<file path="src/common/pfm_consts.vh">
// constants of the protection and fault manager
`ifndef PFM_CONSTS_VH
`define PFM_CONSTS_VH

// ------------------------------------------------------------
// fault propagation configuration, field positions
// ------------------------------------------------------------
`define PFM_PROP_TEMP_MSG   7
`define PFM_PROP_PG_MSG     6
`define PFM_PROP_TRACK      5
`define PFM_PROP_OTEMP      4
`define PFM_PROP_OCUR       3
`define PFM_PROP_UVOLT      2
`define PFM_PROP_OVOLT      1
`define PFM_PROP_PHASE      0
`define PFM_PROP_RESET      8'h3f

// ------------------------------------------------------------
// protection status register, field positions (active low)
// ------------------------------------------------------------
`define PFM_ST_PG           0
`define PFM_ST_OC           1
`define PFM_ST_UV           2
`define PFM_ST_OT           3
`define PFM_ST_TR           4
`define PFM_ST_OV           5
`define PFM_ST_RESET        6'h3f

// ------------------------------------------------------------
// protection config one, field positions (1 = latching; PFM_PC1_TRACK_DIS and PFM_CLS_TCOMP_DIS: 1 = disabled)
// ------------------------------------------------------------
`define PFM_PC1_TRACK_DIS   5
`define PFM_PC1_OT_LATCH    4
`define PFM_PC1_OC_LATCH    3
`define PFM_PC1_UV_LATCH    2
`define PFM_PC1_OV_LATCH    1
`define PFM_PC1_RESET       8'h00
`define PFM_CLS_TCOMP_DIS   0
`define PFM_CLS_RESET       8'h00

// ------------------------------------------------------------
// thresholds and timing
// ------------------------------------------------------------
`define PFM_PG_HIGH_PCT     8'd110
`define PFM_PG_LOW90_PCT    8'd90
`define PFM_PG_LOW95_PCT    8'd95
`define PFM_OV_MIN_PCT      8'd110
`define PFM_OV_MAX_PCT      8'd130
`define PFM_OV_FLOOR_MV     16'd1000
`define PFM_TRACK_MV        16'd250
`define PFM_OT_FAULT_C      8'd130
`define PFM_OT_WARN_C       8'd120
`define PFM_CLK_MHZ         100
`define PFM_HICCUP_MS       130
`define PFM_HICCUP_CYC      (`PFM_HICCUP_MS * `PFM_CLK_MHZ * 1000)

`endif

</file>
<file path="src/verilog/pfm_fault_manager.v">
// protection and fault manager of a point-of-load converter
// Operation
// - power ok low outside 110 / 90-95 window
// - window armed only at steady state
// - warning: pin low, flag zero, gated message
// - back in window: release pin, flag one
// - external low on pin is a warning
// - any fault turns converter off
// - overcurrent only above prebias
// - overcurrent: flag zero, both switches off
// - overcurrent temperature compensation unless disabled
// - undervoltage at steady state: regular ramp-down
// - above 130C: overtemperature, regular ramp-down
// - non-latching overtemperature restarts below 120C
// - tracking error over 250mV: fast off
// - tracking protection disable bit
// - overvoltage: high side off, low side on
// - overvoltage threshold 110-130 percent, min 1.0V
// - group of one to 32 converters
// - propagated fault pulls group line low
// - eight-bit propagation configuration register
// - non-latching retry every 130ms
// - latching stays off until flag/command/power cycled
`timescale 1ns/1ns
`include "pfm_consts.vh"

module pfm_fault_manager #(
  parameter HICCUP_CYC = `PFM_HICCUP_CYC
) (
  input  wire        i_clock,
  input  wire        i_resetn,
  input  wire [15:0] i_vout_mv,
  input  wire [15:0] i_vset_mv,
  input  wire [15:0] i_vramp_mv,
  input  wire [15:0] i_prebias_mv,
  input  wire [7:0]  i_temp_c,
  input  wire        i_cur_limit,
  input  wire        i_cur_limit_comp,
  input  wire        i_steady,
  input  wire        i_ramping_up,
  input  wire        i_turn_on,
  input  wire        i_pg_low_95,
  input  wire [7:0]  i_ov_pct,
  input  wire        i_power_ok_pin_in,
  input  wire        i_group_in,
  input  wire        i_cfg_we,
  input  wire [1:0]  i_cfg_sel,
  input  wire [7:0]  i_cfg_wdata,
  input  wire        i_st_clr,
  input  wire [5:0]  i_st_clr_mask,
  output reg  [7:0]  o_cfg_rdata,
  output reg  [5:0]  o_protection_flag_reg,
  output reg         o_power_ok_pin_oe,
  output reg         o_power_ok_pin_out,
  output reg         o_group_oe,
  output reg         o_group_out,
  output reg         o_conv_on,
  output reg         o_regular_off,
  output reg         o_hs_force_off,
  output reg         o_ls_force_on,
  output reg         o_pg_msg,
  output reg         o_temp_msg
);

  // ------------------------------------------------------------
  // configuration registers
  // ------------------------------------------------------------
  reg [7:0] prop_q;
  reg [7:0] pc1_q;
  reg [7:0] cls_q;

  always @(posedge i_clock or negedge i_resetn)
  begin
    if (!i_resetn)
    begin
      prop_q <= `PFM_PROP_RESET;
      pc1_q  <= `PFM_PC1_RESET;
      cls_q  <= `PFM_CLS_RESET;
    end
    else if (i_cfg_we)
    begin
      case (i_cfg_sel)
        2'h0:    prop_q <= i_cfg_wdata;
        2'h1:    pc1_q  <= i_cfg_wdata;
        2'h2:    cls_q  <= i_cfg_wdata;
        default: prop_q <= prop_q;
      endcase
    end
  end

  // ------------------------------------------------------------
  // threshold arithmetic
  // ------------------------------------------------------------
  // scaled by 100 to avoid division; 16 x 8 products fit 24 bits
  wire [23:0] vout_x100 = {8'h00, i_vout_mv} * 24'd100;
  wire [23:0] pg_hi     = {8'h00, i_vset_mv} * {16'h0000, `PFM_PG_HIGH_PCT};
  wire [7:0]  pg_lo_pct = i_pg_low_95 ? `PFM_PG_LOW95_PCT : `PFM_PG_LOW90_PCT;
  wire [23:0] pg_lo     = {8'h00, i_vset_mv} * {16'h0000, pg_lo_pct};
  wire        out_window = (vout_x100 > pg_hi) || (vout_x100 < pg_lo);

  wire [7:0]  ov_pct = (i_ov_pct < `PFM_OV_MIN_PCT) ? `PFM_OV_MIN_PCT :
                       (i_ov_pct > `PFM_OV_MAX_PCT) ? `PFM_OV_MAX_PCT : i_ov_pct;
  wire [23:0] ov_raw   = {8'h00, i_vset_mv} * {16'h0000, ov_pct};
  wire [23:0] ov_floor = {8'h00, `PFM_OV_FLOOR_MV} * 24'd100;
  wire [23:0] ov_thr   = (ov_raw < ov_floor) ? ov_floor : ov_raw;

  // undervoltage threshold shares the low power-ok limit
  wire        below_uv     = vout_x100 < pg_lo;
  wire        above_prebias = i_vout_mv > i_prebias_mv;

  wire [15:0] trk_diff = (i_vout_mv > i_vramp_mv) ? (i_vout_mv - i_vramp_mv)
                                                  : (i_vramp_mv - i_vout_mv);

  // ------------------------------------------------------------
  // raw conditions
  // ------------------------------------------------------------
  // limit input selected by the compensation disable bit
  wire cur_lim  = cls_q[`PFM_CLS_TCOMP_DIS] ? i_cur_limit : i_cur_limit_comp;
  wire c_oc     = above_prebias && cur_lim && below_uv;
  wire c_uv     = i_steady && below_uv && !c_oc;
  wire c_ot     = i_temp_c > `PFM_OT_FAULT_C;
  wire c_tr     = i_ramping_up && !pc1_q[`PFM_PC1_TRACK_DIS] && (trk_diff > `PFM_TRACK_MV);
  wire c_ov     = above_prebias && (vout_x100 > ov_thr);
  wire c_pg     = (i_steady && out_window) || !i_power_ok_pin_in;

  wire [5:0] cond = {c_ov, c_tr, c_ot, c_uv, c_oc, c_pg};

  // ------------------------------------------------------------
  // sticky active-low fault flags, power ok flag follows live
  // ------------------------------------------------------------
  reg  [5:0] st_q;
  reg  [5:0] st_d;
  integer    k;

  always @*
  begin
    st_d = st_q;
    st_d[`PFM_ST_PG] = !c_pg;
    for (k = 1; k < 6; k = k + 1)
    begin
      if (i_st_clr && i_st_clr_mask[k])
        st_d[k] = 1'b1;
      if (cond[k])
        st_d[k] = 1'b0; // set wins over clear
    end
  end

  always @(posedge i_clock or negedge i_resetn)
  begin
    if (!i_resetn)
      st_q <= `PFM_ST_RESET;
    else
      st_q <= st_d;
  end

  // ------------------------------------------------------------
  // turn-off and restart sequencing
  // ------------------------------------------------------------
  localparam ST_OFF  = 2'h0;
  localparam ST_ON   = 2'h1;
  localparam ST_WAIT = 2'h2;

  reg [1:0]  state_q;
  reg [23:0] cnt_q;
  reg        latch_q;
  reg        ot_trip_q;
  reg        ov_trip_q;
  reg        fast_q;
  reg        cmd_cycled_q;
  reg        group_q;

  wire any_fault = |cond[5:1];
  wire fast_fault = c_oc || c_tr || c_ov;
  wire latching = (c_ot && pc1_q[`PFM_PC1_OT_LATCH]) || (c_oc && pc1_q[`PFM_PC1_OC_LATCH]) ||
                  (c_uv && pc1_q[`PFM_PC1_UV_LATCH]) || (c_ov && pc1_q[`PFM_PC1_OV_LATCH]);
  wire group_pull = (c_tr && prop_q[`PFM_PROP_TRACK]) || (c_ot && prop_q[`PFM_PROP_OTEMP]) ||
                    (c_oc && prop_q[`PFM_PROP_OCUR]) || (c_uv && prop_q[`PFM_PROP_UVOLT]) ||
                    (c_ov && prop_q[`PFM_PROP_OVOLT]);
  wire peer_off = !i_group_in && !group_q;
  wire flags_ok = &st_q[5:1];
  wire hiccup_done = cnt_q == 24'h000000;
  wire cond_gone = !any_fault && !peer_off;
  wire ot_clear = i_temp_c < `PFM_OT_WARN_C;

  always @(posedge i_clock or negedge i_resetn)
  begin
    if (!i_resetn)
    begin
      state_q      <= ST_OFF;
      cnt_q        <= 24'h000000;
      latch_q      <= 1'b0;
      ot_trip_q    <= 1'b0;
      ov_trip_q    <= 1'b0;
      fast_q       <= 1'b0;
      cmd_cycled_q <= 1'b0;
      group_q      <= 1'b0;
    end
    else
    begin
      group_q <= group_pull;
      if (!i_turn_on)
        cmd_cycled_q <= 1'b1;
      case (state_q)
        ST_OFF:
        begin
          if (i_turn_on && cond_gone)
            state_q <= ST_ON;
        end
        ST_ON:
        begin
          if (!i_turn_on)
            state_q <= ST_OFF;
          else if (any_fault || peer_off)
          begin
            state_q      <= ST_WAIT;
            cnt_q        <= HICCUP_CYC[23:0];
            latch_q      <= latching;
            ot_trip_q    <= c_ot;
            ov_trip_q    <= c_ov;
            fast_q       <= fast_fault || (peer_off && !i_group_in && 1'b0);
            cmd_cycled_q <= 1'b0;
          end
        end
        ST_WAIT:
        begin
          if (!hiccup_done)
            cnt_q <= cnt_q - 24'h000001;
          if (ot_trip_q && !latch_q && ot_clear && !c_ot)
            state_q <= ST_ON;
          else if (hiccup_done && cond_gone && i_turn_on &&
                   (!latch_q || flags_ok || cmd_cycled_q))
          begin
            state_q   <= ST_ON;
            ov_trip_q <= 1'b0;
            fast_q    <= 1'b0;
          end
        end
        default: state_q <= ST_OFF;
      endcase
    end
  end

  // ------------------------------------------------------------
  // registered outputs
  // ------------------------------------------------------------
  always @(posedge i_clock or negedge i_resetn)
  begin
    if (!i_resetn)
    begin
      o_cfg_rdata           <= 8'h00;
      o_protection_flag_reg <= `PFM_ST_RESET;
      o_power_ok_pin_oe     <= 1'b1;
      o_power_ok_pin_out    <= 1'b0;
      o_group_oe            <= 1'b0;
      o_group_out           <= 1'b0;
      o_conv_on             <= 1'b0;
      o_regular_off         <= 1'b0;
      o_hs_force_off        <= 1'b1;
      o_ls_force_on         <= 1'b0;
      o_pg_msg              <= 1'b0;
      o_temp_msg            <= 1'b0;
    end
    else
    begin
      case (i_cfg_sel)
        2'h0:    o_cfg_rdata <= prop_q;
        2'h1:    o_cfg_rdata <= pc1_q;
        2'h2:    o_cfg_rdata <= cls_q;
        default: o_cfg_rdata <= {2'h0, st_q};
      endcase
      o_protection_flag_reg <= st_q;
      // internal pull only; external low is seen on the input
      o_power_ok_pin_oe     <= !i_steady || (i_steady && out_window);
      o_power_ok_pin_out    <= 1'b0;
      o_group_oe            <= group_pull;
      o_group_out           <= 1'b0;
      o_conv_on             <= (state_q == ST_ON) && !any_fault && !peer_off;
      o_regular_off         <= (state_q == ST_WAIT) && !fast_q;
      o_hs_force_off        <= (state_q != ST_ON) && fast_q || (state_q == ST_OFF);
      o_ls_force_on         <= (state_q == ST_WAIT) && ov_trip_q;
      o_pg_msg              <= c_pg && prop_q[`PFM_PROP_PG_MSG];
      o_temp_msg            <= !ot_clear && prop_q[`PFM_PROP_TEMP_MSG];
    end
  end

endmodule
</file>
<file path="config.mk">
export PLATFORM = sky130hd
export DESIGN_NAME = pfm_fault_manager
export DESIGN_NICKNAME = d
export VERILOG_FILES = /design/src/verilog/pfm_fault_manager.v
export VERILOG_INCLUDE_DIRS = /design/src /design/src/common
export SDC_FILE = /design/constraint.sdc
export NUM_CORES = 1
export LEC_CHECK = 0
export ABC_AREA = 1
export BUFFER_PORTS_ARGS = -buffer_cell sky130_fd_sc_hd__buf_2
export CAP_MARGIN = 25
export CORE_MARGIN = 1.5
export CORE_UTILIZATION = 50
export CTS_CLUSTER_SIZE = 10
export DETAILED_ROUTE_END_ITERATION = 8
export PLACE_DENSITY = 0.71
export SLEW_MARGIN = 10
export SYNTH_ARGS = -nofsm -noshare
export SYNTH_HDL_FRONTEND = slang
export SYNTH_SLANG_ARGS = --single-unit
</file>
<file path="constraint.sdc">
create_clock -name i_clock -period 2.5 [get_ports i_clock]
set_clock_uncertainty 0.2 [all_clocks]
set_input_delay 0.375 -clock i_clock [delete_from_list [all_inputs] [get_ports i_clock]]
set_output_delay 0.375 -clock i_clock [all_outputs]
set_load 0.01 [all_outputs]
</file>
==> results.md, run 1 <==
- FFs w/ async S/R, synth: 1.000
- R2r setup slk: -0.23 ns
- Max reg flops: 24
- Critical Path Sink Type: flop
- Core area: roughly 0.037 sq mm
- GRT overflow: 0
- Distinct cell type count after synthesis: 55
- Mapped cell area: 0.01879 sq mm
- CTS buffer count: 9
- Worst Slack Setup Final: -4.408 ns
- Fin util: 0.7104
- Reg clk slew, reported paths: roughly 0.060 ns
- Drt first pass iters: 5
- Fill count: around 2.8k
- Register area share after synthesis: 0.1119
- Clk Latency, worst-skew pair: roughly 0.34 ns
- Yosys warning count: 0
- Worst r2r src: cnt_q[2]$_DFFE_PN0P_
- EDFF count, synth: 0
- First-pass GRT wire length: 93,110 um
- DPL Wire Length: around 47,000 um
- Leakage power: approximately 14 nW
- Max Cap Violations: 0
- Synthesized area per cell: 7.333 sq um
- GP Congestion: about 0.94
- Die height: ~200 um
- Port Buffers: between 100 and 150
- Die area: 0.03875 sq mm
- Largest family of logic cells by synthesized area: adder cells
- Compound-gate portion of the synthesized area: 0.08511
- Routed vias/inst: between 5 and 6
- HP Class: input port to flop
- Largest net degree at the start of global routing: slightly above 40
- DRC: 0
- Commonest cells post-synth: 559 x nand2_1, 549 x inv_1, 303 x ha_1
- Top reg by flops: cnt_q
- Main area contributors after synthesis: fa_1 20%, ha_1 20%, nand2_1 11%, inv_1 11%, dfrtp_1 8.4%
- Worst Min Path Start: i_steady
- Drt total wl: ~57,000 um
- Multiplexer area fraction after synthesis: 0.0005994
- Top cell type's share of synthesized area: 0.2035
- PD cells: between 1000 and 1500 mW/mm^2
- CTS tree: yes
- Critical path type: input port to flop
- Simple-Gate Fraction of Synth Area: 0.2269
- Pre-CTS setup slack: -4.855 ns
- RSZ-0062 raised after global routing: yes
- # setup viols final: 40
- CTS Buffer Depth: 2
- Hold path cells: 2
- I/O pin total: about 130
- Cell mode on critical path: nand2_1
- Starting DRT DRC Count: 919
- Synthesized flop and latch total: 83
- Synth Instances: ~2.6k
- Hold Fails Final Rpt: 0
- Max Freq: about 140 MHz
- Tcrit/Tclk final: 2.763
- Vias: between 15k and 20k
- WL/cell: approximately 16 um
- Crit path max-delay family: simple AND/OR/NAND/NOR gates
- Tmin final: approximately 6.9 ns
- Final Max Slew Viols: 0
- Synth area leader: fa_1
- CTS sink count: between 80 and 90
- Critical Path Source Type: input port
- Crit path max fanout: 7
- Chip Width: between 150 and 200 um
- Overall Global Routing Usage: 0.2956
- Max incr delay on CP: around 0.58 ns
- Share of post-route cells with drive strength above 1: 0.3367
- Data required time at the worst endpoint: 2.53 ns
- Reg-to-reg endpoint: cnt_q[21]$_DFFE_PN0P_
- CP Buf/Inv Count: 7
- Adder-cell area share of the yosys netlist: 0.4053
- CP arrival: a little under 7 ns
- Initial antenna violation count: 0
- Synth Area in XOR/XNOR: 0.04522
- Peak supply drop: 684.3 uV
- Top-count cell post-synth: nand2_1
- Hold Path End: st_q[0]$_DFF_PN1_
- Final #Nets: ~3.8k
- ANT cells: 0
- Critical path's slowest cell: fa_1
- Post-route ant nets: 0
- Status: finished, violations left
- Top_reg_cell synth: dfrtp_1
- R2r worst-path depth: 13
- Area delta synth->final: 39.10%
- Std cell rows: 70
- Initial Utilization: 0.5107
- Root buf cell: clkbuf_16
- CTS HTree Levels: 3
- Number of global-route vias before repair: around 20k
- Failing checks: setup timing
-- worst max path at each step --
stage	from	endpoint	cells past startpoint
after floorplan	i_ov_pct[1]	cnt_q[17]$_DFFE_PN0P_	53
after global placement	i_ov_pct[5]	fast_q$_DFFE_PN0P_	47
after detailed placement	i_ov_pct[5]	fast_q$_DFFE_PN0P_	45
after CTS	i_ov_pct[1]	cnt_q[19]$_DFFE_PN0P_	49
after global routing	i_ov_pct[4]	ov_trip_q$_DFFE_PN0P_	50
final	i_ov_pct[1]	cnt_q[17]$_DFFE_PN0P_	49
-- per-stage QoR --
step	power (mW)	TNS, ns	cell area, sq um	hold slack, ns	instances
2_1_floorplan	15.42	-152.87	19290	-0.1206	2563
3_3_place_gp	23.22	-176.75	23840	0.1633	3592
3_5_place_dp	23.93	-184.03	23840	0.1659	3592
4_1_cts	27.41	-157.50	25320	0.03476	3644
5_1_grt	32.44	-175.57	26130	0.06279	3664
6_report	29.58	-163.85	26130	0.05247	3664
-- metal layers --
layer	vias up	wire length, um	GRT usage
li1	9239	-	-
met1	8911	23990	0.3662
met2	533	28300	0.5384
met3	120	2517	0.02481
met4	0	2004	0.1009
met5	-	0	0
-- cells by family (layout without fill, tap and decap cells) --
logic type	count (synthesis)	after routing
flops	83	83
other cells	1	2
fa+ha+maj	494	494
buf+inv	599	1231
mux	1	1
xor+xnor	97	97
compound gates	276	276
simple gates	1011	1012
-- area by class of cell --
class	instances	area, sq um	share of cell area
multi-input cells	1882	16030	0.6135
repair buffers	648	4907	0.1878
inverters	567	2180	0.08341
flip-flops and latches	83	2102	0.08044
well taps	468	585.6	0.02241
clock buffers	10	239.0	0.009145
clock inverters	6	87.58	0.003352
-- placed cells by master, fill, tap and decap left out, types with 8 or more instances in the layout --
cell type	n
o21ai_0	52
buf_6	26
nand2_4	39
fa_1	184
inv_1	519
a21oi_1	98
o21ai_2	32
or2_2	15
dfrtp_1	63
nand3_2	14
nand3b_1	8
nor2_4	25
nor3_2	8
nand2_1	478
a21oi_2	28
o21ai_1	10
nand3_1	70
inv_2	30
dfstp_2	20
buf_2	115
nand4_1	28
clkinv_1	9
clkbuf_16	10
nor3_1	21
nor2_1	167
xnor2_1	30
ha_1	269
nand2_2	68
buf_12	10
ha_4	32
xor2_1	62
buf_4	490
nor2_2	44
-- power by group --
part	total, mW	internal, mW	switching [mW]
combinational	26.0	12.2	13.8
clock	1.43	0.901	0.531
sequential	2.15	1.77	0.378
-- repair_timing --
action,in CTS,in global routing
gates resized for setup,194,163
hold buffers,1,0
gates cloned,5,1
setup endpoints to repair,40,40
buffers inserted,32,20
hold endpoints to repair,31,0
pin swaps,72,87
Power figures use the tool's default switching activity.
==> inputs of run 2 (changes only) <==
Settings changed: CORE_UTILIZATION 50 to 30, PLACE_DENSITY 0.71 to not set, RECOVER_POWER set to 100.
Clock period 2.5 ns to 8.85 ns, I/O delays scaled along.
==> results.md, run 2 (synthesized netlist as in run 1, its figures left out) <==
- Fill count: 6,690 (was 2,781)
- Leakage power: 11.66 nW (was 14.37 nW)
- Port Buffers: 128 (unchanged)
- Status: finished, violations left (unchanged)
- Number of global-route vias before repair: 15.55k (was 19.64k)
- Drt total wl: 48,230 um (was 56,820 um)
- Design area: 0.02106 sq mm (was 0.02613 sq mm)
- Sequential cell area: 0.002102 sq mm (unchanged)
- CTS HTree Levels: 3 (unchanged)
- Tcrit/Tclk final: 0.9278
- Area delta synth->final: 12.09% (was 39.10%)
- Routed vias/inst: 4.515 (was 5.132)
- HP Class: flop to flop (was input port to flop)
- Vias: 16.14k (was 18.80k)
- Pre-CTS setup slack: 0.2186 ns (was -4.855 ns)
- GP Congestion: 0.8866 (was 0.9379)
- Post-CTS setup buffers: 0 (was 32)
- CTS Buffer Depth: 2 (unchanged)
- Fin cells: 3,575 (was 3,664)
- Post-route ant nets: 0 (unchanged)
- CTS Hold Buffers Added: 0 (was 1)
- Clk Latency, worst-skew pair: 0.34 ns (about the same)
- Root buf cell: clkbuf_16 (unchanged)
- Top reg by flops: cnt_q (unchanged)
- PD cells: 267.5 mW/mm^2 (was 1132 mW/mm^2)
- Std cell rows: 91 (was 70)
- Critical path's slowest cell: fa_1 (unchanged)
- CTS sink count: 83 (unchanged)
- Failing checks: capacitance limit, slew limit (was setup timing)
- Worst Slack Setup Final: 0.6388 ns (was -4.408 ns)
- Overall Global Routing Usage: 0.1529 (was 0.2956)
- Critical Path Source Type: input port (unchanged)
- Peak supply drop: 165.6 uV (was 684.3 uV)
- Max Freq: roughly 120 MHz
- Largest net degree at the start of global routing: 84 (was 41)
- Max reg flops: 24 (unchanged)
- Starting DRT DRC Count: 946 (was 919)
- Area after DPL: 0.02077 sq mm (was 0.02384 sq mm)
- Critical Path Sink Type: flop (unchanged)
- Hold Fails Final Rpt: 0 (unchanged)
- Drt first pass iters: 5 (unchanged)
- Share of post-route cells with drive strength above 1: 0.1038 (was 0.3367)
- Final #Nets: 3,334 (was 3,793)
- Chip Width: 253.2 um (was 196.8 um)
- Placed Cells: 3,557 (was 3,592)
- Most frequent cells in the layout: 559 x nand2_1, 548 x inv_1, 303 x ha_1, 228 x nor2_1, 191 x fa_1 (was 519 x inv_1, 490 x buf_4, 478 x nand2_1, 269 x ha_1, 184 x fa_1)
- TNS Setup: 0 ns (was -163.85 ns)
- Post-CTS Resized: 0 (was 194)
- Max Cap Violations: 1 (was 0)
- Data required time at the worst endpoint: 8.87 ns (was 2.53 ns)
- Core area: 0.06183 sq mm (was 0.03679 sq mm)
- WL/cell: 13.49 um (was 15.51 um)
- Min Hold Slack: 0.1815 ns (was 0.05247 ns)
- Max incr delay on CP: 0.56 ns (was 0.58 ns)
- DRC: 0 (unchanged)
- CP arrival: 8.23 ns (was 6.94 ns)
- Crit path max fanout: 25 (was 7)
- CTS buffer count: 9 (unchanged)
- Die height: 253.2 um (was 196.8 um)
- DPL Wire Length: 41,690 um (was 46,590 um)
- Tmin final: about 8 ns
- Fin util: 0.3406 (was 0.7104)
- Max-slew headroom: -1.158
- Cell mode on critical path: inv_1 (was nand2_1)
- Multi-input logic area: 0.01438 sq mm (was 0.01603 sq mm)
- Reg clk slew, reported paths: 0.06 ns (about the same)
- First-pass GRT wire length: 79,360 um (was 93,110 um)
- PnR Total Power: 5.634 mW (was 29.58 mW)
- # setup viols final: 0 (was 40)
- CTS tree: yes (unchanged)
- Critical path type: input port to flop (unchanged)
- I/O pin total: 132 (unchanged)
- Final Max Slew Viols: 63 (was 0)
- Commonest non-fill, non-tap cell in the layout: nand2_1 (was inv_1)
- GRT overflow: 0 (unchanged)
- Initial Utilization: 0.3039 (was 0.5107)
- Worst Max-Slew Pin Slew: 3.237 ns
- Die area: 0.06413 sq mm (was 0.03875 sq mm)
- Initial antenna violation count: 5 (was 0)
-- run 2: cell types whose count changed in the layout (fill, tap and decap cells not counted), sizes merged --
cell / delta
bufinv: -2
buf: -486
nand2: -1
clkinv: +2
clkbuf: +30
clkinvlp: -1
dlygate4sd3: -1
diode: +1
-- run 2: worst paths after layout --
check                           slack, ns                                  to                 start  depth (start not counted)
worst max-delay path                 0.64               cnt_q[10]$_DFFE_PN0P_          i_vset_mv[3]                         37
worst min-delay path                 0.18  o_protection_flag_reg[0]$_DFF_PN1_     st_q[0]$_DFF_PN1_                          0
worst max register to register       5.99               cnt_q[23]$_DFFE_PN0P_  cnt_q[2]$_DFFE_PN0P_                         14
worst min register to register       0.18  o_protection_flag_reg[0]$_DFF_PN1_     st_q[0]$_DFF_PN1_                          0
max in group asynchronous            3.83               cnt_q[16]$_DFFE_PN0P_              i_resetn                          2
min in group asynchronous            1.00               cnt_q[22]$_DFFE_PN0P_              i_resetn                          1
-- run 2: final cells by class --
class / count / area share
clock inverters: 5 / 0.003030
flip-flops and latches: 83 / 0.09982
well taps: 837 / 0.04973
multi-input cells: 1881 / 0.6826
repair buffers: 190 / 0.05234
inverters: 567 / 0.1013
clock buffers: 11 / 0.01105
diodes: 1 / 0.0001188
-- run 2: worst max-delay path: cells and delay by family --
kind | cells | cell delay, ns
AOI/OAI and AO/OA | 9 | 1.66
adders and majority gates | 6 | 2.26
xor gates and xnor gates | 1 | 0.38
and+or+nand+nor | 12 | 1.30
buffers and inverters | 9 | 1.24
-- run 2: metal layers --
| metal | vias up | wire [um] | global-route usage |
|---|---|---|---|
| met5 | - | 40 | 0 |
| li1 | 8313 | - | - |
| met3 | 36 | 1822 | 0.009971 |
| met1 | 7495 | 24630 | 0.2236 |
| met2 | 292 | 21260 | 0.2521 |
| met4 | 6 | 474 | 0.01848 |
-- run 2: where the power goes --
group / internal [mW] / switching, mW
combinational: 1.83 / 2.85
clock: 0.220 / 0.149
sequential: 0.499 / 0.0858
==> inputs of run 3 (changes only) <==
Settings changed: CORE_UTILIZATION 30 to 36, SLEW_MARGIN 10 to not set.
==> results.md, run 3 (synthesized netlist as in run 1, its figures left out) <==
- # setup viols final: 0 (unchanged)
- Core area: 0.05141 sq mm (was 0.06183 sq mm)
- CTS sink count: 83 (unchanged)
- Failing checks: capacitance limit, slew limit (unchanged)
- Die height: 231.4 um (was 253.2 um)
- ANT cells: 0 (was 1)
- Starting DRT DRC Count: 952 (was 946)
- Max reg flops: 24 (unchanged)
- CTS tree: yes (unchanged)
- Data required time at the worst endpoint: 8.92 ns (was 8.87 ns)
- Fin util: 0.4081 (was 0.3406)
- Status: finished, violations left (unchanged)
- Reg clk slew, reported paths: 0.06 ns (about the same)
- Routed vias/inst: 4.773 (was 4.515)
- I/O pin total: 132 (unchanged)
- CTS buffer count: 9 (unchanged)
- Overall Global Routing Usage: 0.1821 (was 0.1529)
- First-pass GRT wire length: 80,030 um (was 79,360 um)
- Share of post-route cells with drive strength above 1: 0.1103 (was 0.1038)
- DPL Wire Length: 41,410 um (was 41,690 um)
- Tcrit/Tclk final: 0.9334 (was 0.9278)
- Max Cap Violations: 1 (unchanged)
- DRC: 0 (unchanged)
- Root buf cell: clkbuf_16 (unchanged)
- Chip Width: 231.4 um (was 253.2 um)
- Initial antenna violation count: 0 (was 5)
- Post-route ant nets: 0 (unchanged)
- Clk Latency, worst-skew pair: 0.34 ns (about the same)
- Commonest non-fill, non-tap cell in the layout: nand2_1 (unchanged)
- Tmin final: 8.260 ns (was 8.211 ns)
- Critical path type: input port to flop (unchanged)
- Hold Fails Final Rpt: 0 (unchanged)
- Most frequent cells in the layout: 566 x nand2_1, 547 x inv_1, 302 x ha_1, 219 x nor2_1, 191 x fa_1 (was 559 x nand2_1, 548 x inv_1, 303 x ha_1, 228 x nor2_1, 191 x fa_1)
- Largest net degree at the start of global routing: 84 (unchanged)
- Number of global-route vias before repair: 16.25k (was 15.55k)
- Crit path max fanout: 16 (was 25)
- CTS Hold Buffers Added: 0 (unchanged)
- Max Freq: 121.1 MHz (was 121.8 MHz)
- Max-slew headroom: -0.9487 (was -1.158)
- Worst Max-Slew Pin Slew: 2.923 ns (was 3.237 ns)
- Max incr delay on CP: 0.55 ns (was 0.56 ns)
- Worst Slack Setup Final: 0.5896 ns (was 0.6388 ns)
- Hold path cells: 0 (unchanged)
- CTS Buffer Depth: 2 (unchanged)
- CP arrival: 8.33 ns (was 8.23 ns)
- Final Max Slew Viols: 57 (was 63)
- Min Hold Slack: 0.1757 ns (was 0.1815 ns)
- Peak supply drop: 164.5 uV (was 165.6 uV)
- Initial Utilization: 0.3655 (was 0.3039)
- GP Congestion: 0.9418 (was 0.8866)
- Final #Nets: 3,345 (was 3,334)
- WL/cell: 13.98 um (was 13.49 um)
- Area delta synth->final: 11.66% (was 12.09%)
- Std cell rows: 83 (was 91)
- Cell mode on critical path: nand2_1 (was inv_1)
- Drt first pass iters: 5 (unchanged)
- Pre-CTS setup slack: 0.06493 ns (was 0.2186 ns)
- Drt total wl: 47,930 um (was 48,230 um)
- HP Class: flop to flop (unchanged)
- PD cells: 275.0 mW/mm^2 (was 267.5 mW/mm^2)
- Critical Path Source Type: input port (unchanged)
- R2r worst-path depth: 14 (unchanged)
- GRT overflow: 0 (unchanged)
- Port Buffers: 128 (unchanged)
- RSZ-0062 raised after global routing: no
- CTS HTree Levels: 3 (unchanged)
- Fill count: 5,352 (was 6,690)
- Vias: 16.36k (was 16.14k)
- Top reg by flops: cnt_q (unchanged)
- Die area: 0.05356 sq mm (was 0.06413 sq mm)
- TNS Setup: 0 ns (unchanged)
- Critical path's slowest cell: fa_1 (unchanged)
- Critical Path Sink Type: flop (unchanged)
- Leakage power: 11.71 nW (was 11.66 nW)
run 3: what timing repair did:
item / CTS / global route
resized for setup: 0 / 31
endpoints found under the setup margin: 0 / 31
buffers inserted: 0 / 1
run 3: final timing paths:
kind	slack (ns)	to	from
max in group asynchronous	3.99	pc1_q[0]$_DFFE_PN0P_	i_resetn
max reg2reg	6.01	cnt_q[23]$_DFFE_PN0P_	cnt_q[2]$_DFFE_PN0P_
min reg2reg	0.18	o_protection_flag_reg[0]$_DFF_PN1_	st_q[0]$_DFF_PN1_
max	0.59	cnt_q[8]$_DFFE_PN0P_	i_ov_pct[7]
min in group asynchronous	1.08	o_regular_off$_DFF_PN0_	i_resetn
min	0.18	o_protection_flag_reg[0]$_DFF_PN1_	st_q[0]$_DFF_PN1_
run 3: area by class of cell:
cell class | instances | area, sq um | area share
inverter | 567 | 2137 | 0.1019
tap | 680 | 850.8 | 0.04056
multi-input combinational | 1881 | 14400 | 0.6865
timing repair buffer | 200 | 1182 | 0.05636
clock inverter | 4 | 31.28 | 0.001491
timing repair inverter | 1 | 7.507 | 0.0003579
sequential | 83 | 2102 | 0.1002
clock buffer | 12 | 266.5 | 0.01270
run 3: per-stage QoR:
stage / cells / power (mW) / instance area (sq um)
after floorplan: 2563 / 4.046 / 18790
after global placement: 3409 / 5.252 / 20640
after detailed placement: 3409 / 5.380 / 20640
after CTS: 3425 / 5.781 / 20940
after global routing: 3428 / 6.529 / 20980
final: 3428 / 5.769 / 20980
run 3: critical path, delay by kind of cell:
kind                       cells  cell delay, ns
AOI/OAI and AO/OA              4            0.43
and+or+nand+nor               28            2.53
buffers and inverters         10            1.40
adders and majority gates      6            2.61
run 3: where the power goes:
part | leakage [nW] | switching (mW) | internal [mW] | total [mW]
combinational | 10.5 | 2.92 | 1.91 | 4.82
sequential | 1.01 | 0.0824 | 0.499 | 0.581
clock | 0.149 | 0.150 | 0.214 | 0.365
run 3: layer usage:
layer	track usage	wire, um	share of wire	vias to the layer above
li1	-	-	-	8321
met1	0.2540	23200	0.48	7671
met2	0.3074	21880	0.46	336
met3	0.01882	2130	0.044	35
met4	0.02982	717	0.015	0
met5	0	0	0	-
